File: src/design/drm_pkg.sv
// shared constants and types of the dual bus register multiplexer
package drm_pkg;

  // ********************************
  // widths, reset values, enable and select levels
  // ********************************
  localparam int DRM_WIDTH = 8;
  localparam int DRM_BANKS = 2;
  localparam logic [DRM_WIDTH-1:0] DRM_DATA_RST = 8'h00;
  localparam logic DRM_OE_OFF = 1'h1;
  localparam logic DRM_OE_ON = 1'h0;
  localparam logic DRM_SEL_SECOND = 1'h0;
  localparam logic DRM_SEL_FIRST = 1'h1;

  // ********************************
  // output pin group
  // ********************************
  typedef struct packed {
    logic [DRM_WIDTH-1:0] data;
    logic oe_n;
  } drm_out_t;

endpackage

File: src/design/drm_bank.sv
// one edge-loaded register bank of the multiplexer
`timescale 1ns/100ps
`default_nettype none

module drm_bank
  import drm_pkg::*;
#(
  parameter int W = DRM_WIDTH
) (
  // clock and reset
  input wire logic i_clk_sys,
  input wire logic i_resetn,
  // load strobe and data
  input wire logic i_load,
  input wire logic [W-1:0] i_data,
  // stored value and its next value
  output logic [W-1:0] o_next,
  output logic [W-1:0] o_q
);

  logic [W-1:0] q;

  always_comb begin
    o_next = i_load ? i_data : q;
  end

  always_ff @(posedge i_clk_sys) begin
    if (!i_resetn) begin
      q <= W'(DRM_DATA_RST);
    end else begin
      q <= o_next;
    end
  end

  assign o_q = q;

endmodule

`default_nettype wire

File: src/design/drm_mux.sv
// top of the dual bus register multiplexer
// How it works
// - load edge captures both buses together
// - sixteen storage bits, eight per bus
// - load pin low: outputs high impedance
// - load pin high: outputs driven
// - select low shows second bank
// - select high shows first bank
// - each output bit picks one of two
`timescale 1ns/100ps
`default_nettype none

module drm_mux
  import drm_pkg::*;
#(
  parameter int W = DRM_WIDTH
) (
  // clock and reset
  input wire logic i_clk_sys,
  input wire logic i_resetn,
  // device clock pin and select
  input wire logic i_load_clk,
  input wire logic i_bus_select,
  // data buses
  input wire logic [W-1:0] i_first_bus_inputs,
  input wire logic [W-1:0] i_second_bus_inputs,
  // multiplexed output bus
  output logic [W-1:0] o_mux_outputs,
  output logic o_mux_outputs_oe_n
);

  // ********************************
  // load edge detect
  // ********************************
  // the detector idles low like the pin, so reset release makes no false edge
  logic load_prev;
  logic next_load_prev;
  logic load_edge;

  always_comb begin
    next_load_prev = i_load_clk;
    load_edge = i_load_clk & ~load_prev;
  end

  always_ff @(posedge i_clk_sys) begin
    if (!i_resetn) begin
      load_prev <= 1'h0;
    end else begin
      load_prev <= next_load_prev;
    end
  end

  // ********************************
  // register banks
  // ********************************
  // eight flops per bank, sixteen in all
  logic [W-1:0] bank_a;
  logic [W-1:0] bank_b;
  logic [W-1:0] next_bank_a;
  logic [W-1:0] next_bank_b;

  // both banks share one strobe so the pair always loads together
  drm_bank #(.W(W)) u_bank_first (
    .i_clk_sys(i_clk_sys),
    .i_resetn(i_resetn),
    .i_load(load_edge),
    .i_data(i_first_bus_inputs),
    .o_next(next_bank_a),
    .o_q(bank_a)
  );

  drm_bank #(.W(W)) u_bank_second (
    .i_clk_sys(i_clk_sys),
    .i_resetn(i_resetn),
    .i_load(load_edge),
    .i_data(i_second_bus_inputs),
    .o_next(next_bank_b),
    .o_q(bank_b)
  );

  // ********************************
  // output stage
  // ********************************
  // limitation: the drivers follow the load pin one system clock late,
  // the price of keeping every output on a flop
  drm_out_t out_q;
  drm_out_t next_out;

  // next bank values feed the mux so freshly loaded data shows at once;
  // the select is read every cycle while the load pin is high, not only at a load edge
  always_comb begin
    next_out.oe_n = i_load_clk ? DRM_OE_ON : DRM_OE_OFF;
    next_out.data = out_q.data;
    if (i_load_clk) begin
      for (int i = 0; i < W; i++) begin
        next_out.data[i] = (i_bus_select == DRM_SEL_FIRST) ?
          next_bank_a[i] : next_bank_b[i];
      end
    end
  end

  always_ff @(posedge i_clk_sys) begin
    if (!i_resetn) begin
      out_q.oe_n <= DRM_OE_OFF;
      out_q.data <= W'(DRM_DATA_RST);
    end else begin
      out_q <= next_out;
    end
  end

  assign o_mux_outputs = out_q.data;
  assign o_mux_outputs_oe_n = out_q.oe_n;

  // ********************************
  // lane checks
  // ********************************

  // one assertion per lane, so a fault in a single bit names its lane
  for (genvar b = 0; b < W; b++) begin : g_lane

  end
endmodule

`default_nettype wire

File: config.mk
export PLATFORM = sky130hd
export DESIGN_NAME = drm_mux
export DESIGN_NICKNAME = d
export VERILOG_FILES = /design/src/design/drm_pkg.sv /design/src/design/drm_bank.sv /design/src/design/drm_mux.sv
export SDC_FILE = /design/constraint.sdc
export NUM_CORES = 1
export LEC_CHECK = 0
export BUFFER_PORTS_ARGS = -buffer_cell sky130_fd_sc_hd__buf_2
export CAP_MARGIN = 20
export CORE_MARGIN = 1.5
export CORE_UTILIZATION = 54
export DETAILED_ROUTE_END_ITERATION = 8
export GPL_TIMING_DRIVEN = 0
export HOLD_SLACK_MARGIN = 0.08
export MAX_ROUTING_LAYER = met4
export PLACE_DENSITY = 0.87
export SYNTH_ARGS = -nofsm -noshare
export SYNTH_HDL_FRONTEND = slang
export SYNTH_HIERARCHICAL = 1
export SYNTH_SLANG_ARGS = --single-unit
File: constraint.sdc
create_clock -name i_clk_sys -period 2.75 [get_ports i_clk_sys]
set_input_delay 0.1375 -clock i_clk_sys [delete_from_list [all_inputs] [get_ports i_clk_sys]]
set_output_delay 0.1375 -clock i_clk_sys [all_outputs]
set_load 0.05 [all_outputs]
==> summary.txt <==
final setup vio count = 0
H-tree lvl count = 1
Synth Net Count = 110
sequential fraction of the synthesis area = 47.6%
Post-CTS Setup Repair Bufs = 0
critical path arrival = 1.62 ns
met3 usage = 3.40%
CP max FO = 8
Remaining DRCs = 0
global route hottest layer = met2
# rows = 16
first-pass GRT wire length = 2950 µm
Clock Skew = 0.00826 ns
I/O pins = 29
Die ar. = 2300 µm²
DR vias/cell = 4.87
WP data required = 2.96 ns
fin crit share = 51.1%
Max Root-Sink Buffers = 2
vias in the first global route = 619
clk root buf = clkbuf_4
Syn-to-layout area delta = 18.3%
grt ovf = 0
cell taking the most area after synthesis = dfxtp_1
Via Count = 716
Worst-Skew Late Latency = 0.31 ns
Diodes inserted = 0
GP Congestion = 0.766
DRT Pass-1 Iters = 4
met2 Track Usage GR = 28.0%
YS warnings = 6
top cells by area, synth = dfxtp_1, mux2_4, and2_1, mux2i_1, buf_6
Tot GR Track Use = 19.5%
chip width = 48 µm
fmax = 712 MHz
Starting Density = 56.3%
DRT iter0 DRCs = 4
Mapped Avg Cell Area = 12.2 µm²
R2R Setup Slk = 1.35 ns
status = complete, no violations
combinational group share of total power = 20.6%
setup TNS = 0 ns
cts repair resizes = 0
Internal = 554 µW
sw frac = 26.1%
CP endpoint kind = flip-flop
Yosys reg bits = 26
Num CTS Buffers = 3
max-slew violations = 0
Mapped Area = 1090 µm²
unique cell type count in the Yosys netlist = 12
CTS tree = yes
P_sw = 195 µW
nets = 141
pre-CTS setup slack = 1.16 ns
Die Height = 48 µm
RSZ-0062 raised after global routing = false
actual slew at the worst max-slew pin = 0.335 ns
HP Class = in2reg
Final ANT Viol Nets = 0
min Tclk post-route = 1.40 ns
IO buf count = 26
routed len/inst = 13.0 µm
M1 GR Usage = 27.6%
CTS Hold Buffers Added = 0
initial antenna violation count = 0
Setup crit start kind = flip-flop
core area = 1940 µm²
crit path kind = reg2reg
highest-count cells in the layout ignoring fill and taps = buf_2, dfxtp_1, mux2_4, and2_1
clock sink count = 26
clock share of power = 24.9%
Seq pwr share = 54.5%
top-area cell type share of the netlist area = 47.6%
IR drop worst, VDD = 429 µV
Max Cap Violations = 0
Clock Pin Slew Worst Setup and Hold Paths = 0.14 ns
layout cells sized above 1 = 45.0%
Routed WL = 1920 µm
Worst Setup Slack, final = 1.35 ns
Rel. slew slack = 77.6%
largest net degree at the start of global routing = 26
Final Hold Viols = 0
Mapped Cells = 90
hpwl dp = 1350 µm
Min Hold Slack = 0.160 ns
Pleak = 0.000627 µW
PD cells = 579 nW/µm²
-- cells in the mapped netlist --
library cell / instances
clkbuf_2: 1
inv_1: 1
a21oi_1: 8
dfxtp_1: 26
and2_1: 14
buf_6: 4
o21ai_0: 8
and2b_1: 1
nand2_2: 1
and2_4: 2
mux2_4: 16
mux2i_1: 8
-- final cells by class --
| class | count | area, µm² |
|---|---|---|
| timing repair buffer | 26 | 130 |
| buffer | 5 | 50.0 |
| inverter | 1 | 3.75 |
| clock buffer | 4 | 36.3 |
| fill | 157 | 648 |
| multi-input combinational | 58 | 519 |
| tap | 27 | 33.8 |
| sequential | 26 | 520 |
-- power groups by stage --
stage          Clock, µW  Combinational [µW]  Sequential (µW)
6_report             187                 154              409
4_1_cts              193                 155              409
3_5_place_dp           0                 154              417
3_3_place_gp           0                 150              416
2_1_floorplan          0                83.5              448
5_1_grt              209                 167              411
-- worst max-delay path: stages (launching register included) --
cell	delay (ns)
dfxtp_1	0.31
and2b_1	0.24
buf_6	0.18
mux2_4	0.32
mux2i_1	0.16
a21oi_1	0.10
-- metrics by stage --
stage	total power (µW)	cells	util (%)	instance area [µm²]
6_report	749	147	66.6	1290
5_1_grt	788	147	66.6	1290
4_1_cts	756	147	66.6	1290
3_5_place_dp	571	143	64.8	1260
3_3_place_gp	565	143	64.8	1260
2_1_floorplan	532	90	-	1090
-- kinds of logic (layout without fill, tap and decap cells) --
logic type             Yosys count  after routing  share of synthesized area, %
flip-flops                      26             26                          47.6
AO/OA/AOI/OAI                   16             16                          7.32
AND/OR/NAND/NOR                 18             18                          10.9
buffers and inverters            6             36                          4.92
multiplexers                    24             24                          29.3
-- worst paths after layout --
path	from	endpoint	cells after the start
worst max-delay path	load_prev	o_mux_outputs[0]	5
worst max register to register	load_prev	o_mux_outputs[0]	5
worst min register to register	o_mux_outputs[5]	o_mux_outputs[5]	2
worst min-delay path	i_first_bus_inputs[6]	u_bank_first/o_q[6]	3
-- routing by layer --
metal	up-vias	part of all wire, %
met3	2	4.0
li1	364	-
met5	-	0
met1	331	48
met4	0	0.47
met2	19	48
-- flip-flops by register name (all words and copies together) (netlist names) --
| register | flops |
|---|---|
| o_mux_outputs | 8 |
| u_bank_first/o_q | 8 |
| u_bank_second/o_q | 8 |
| load_prev | 1 |
| o_mux_outputs_oe_n | 1 |
Note: power is estimated with default switching activity, not from simulation.
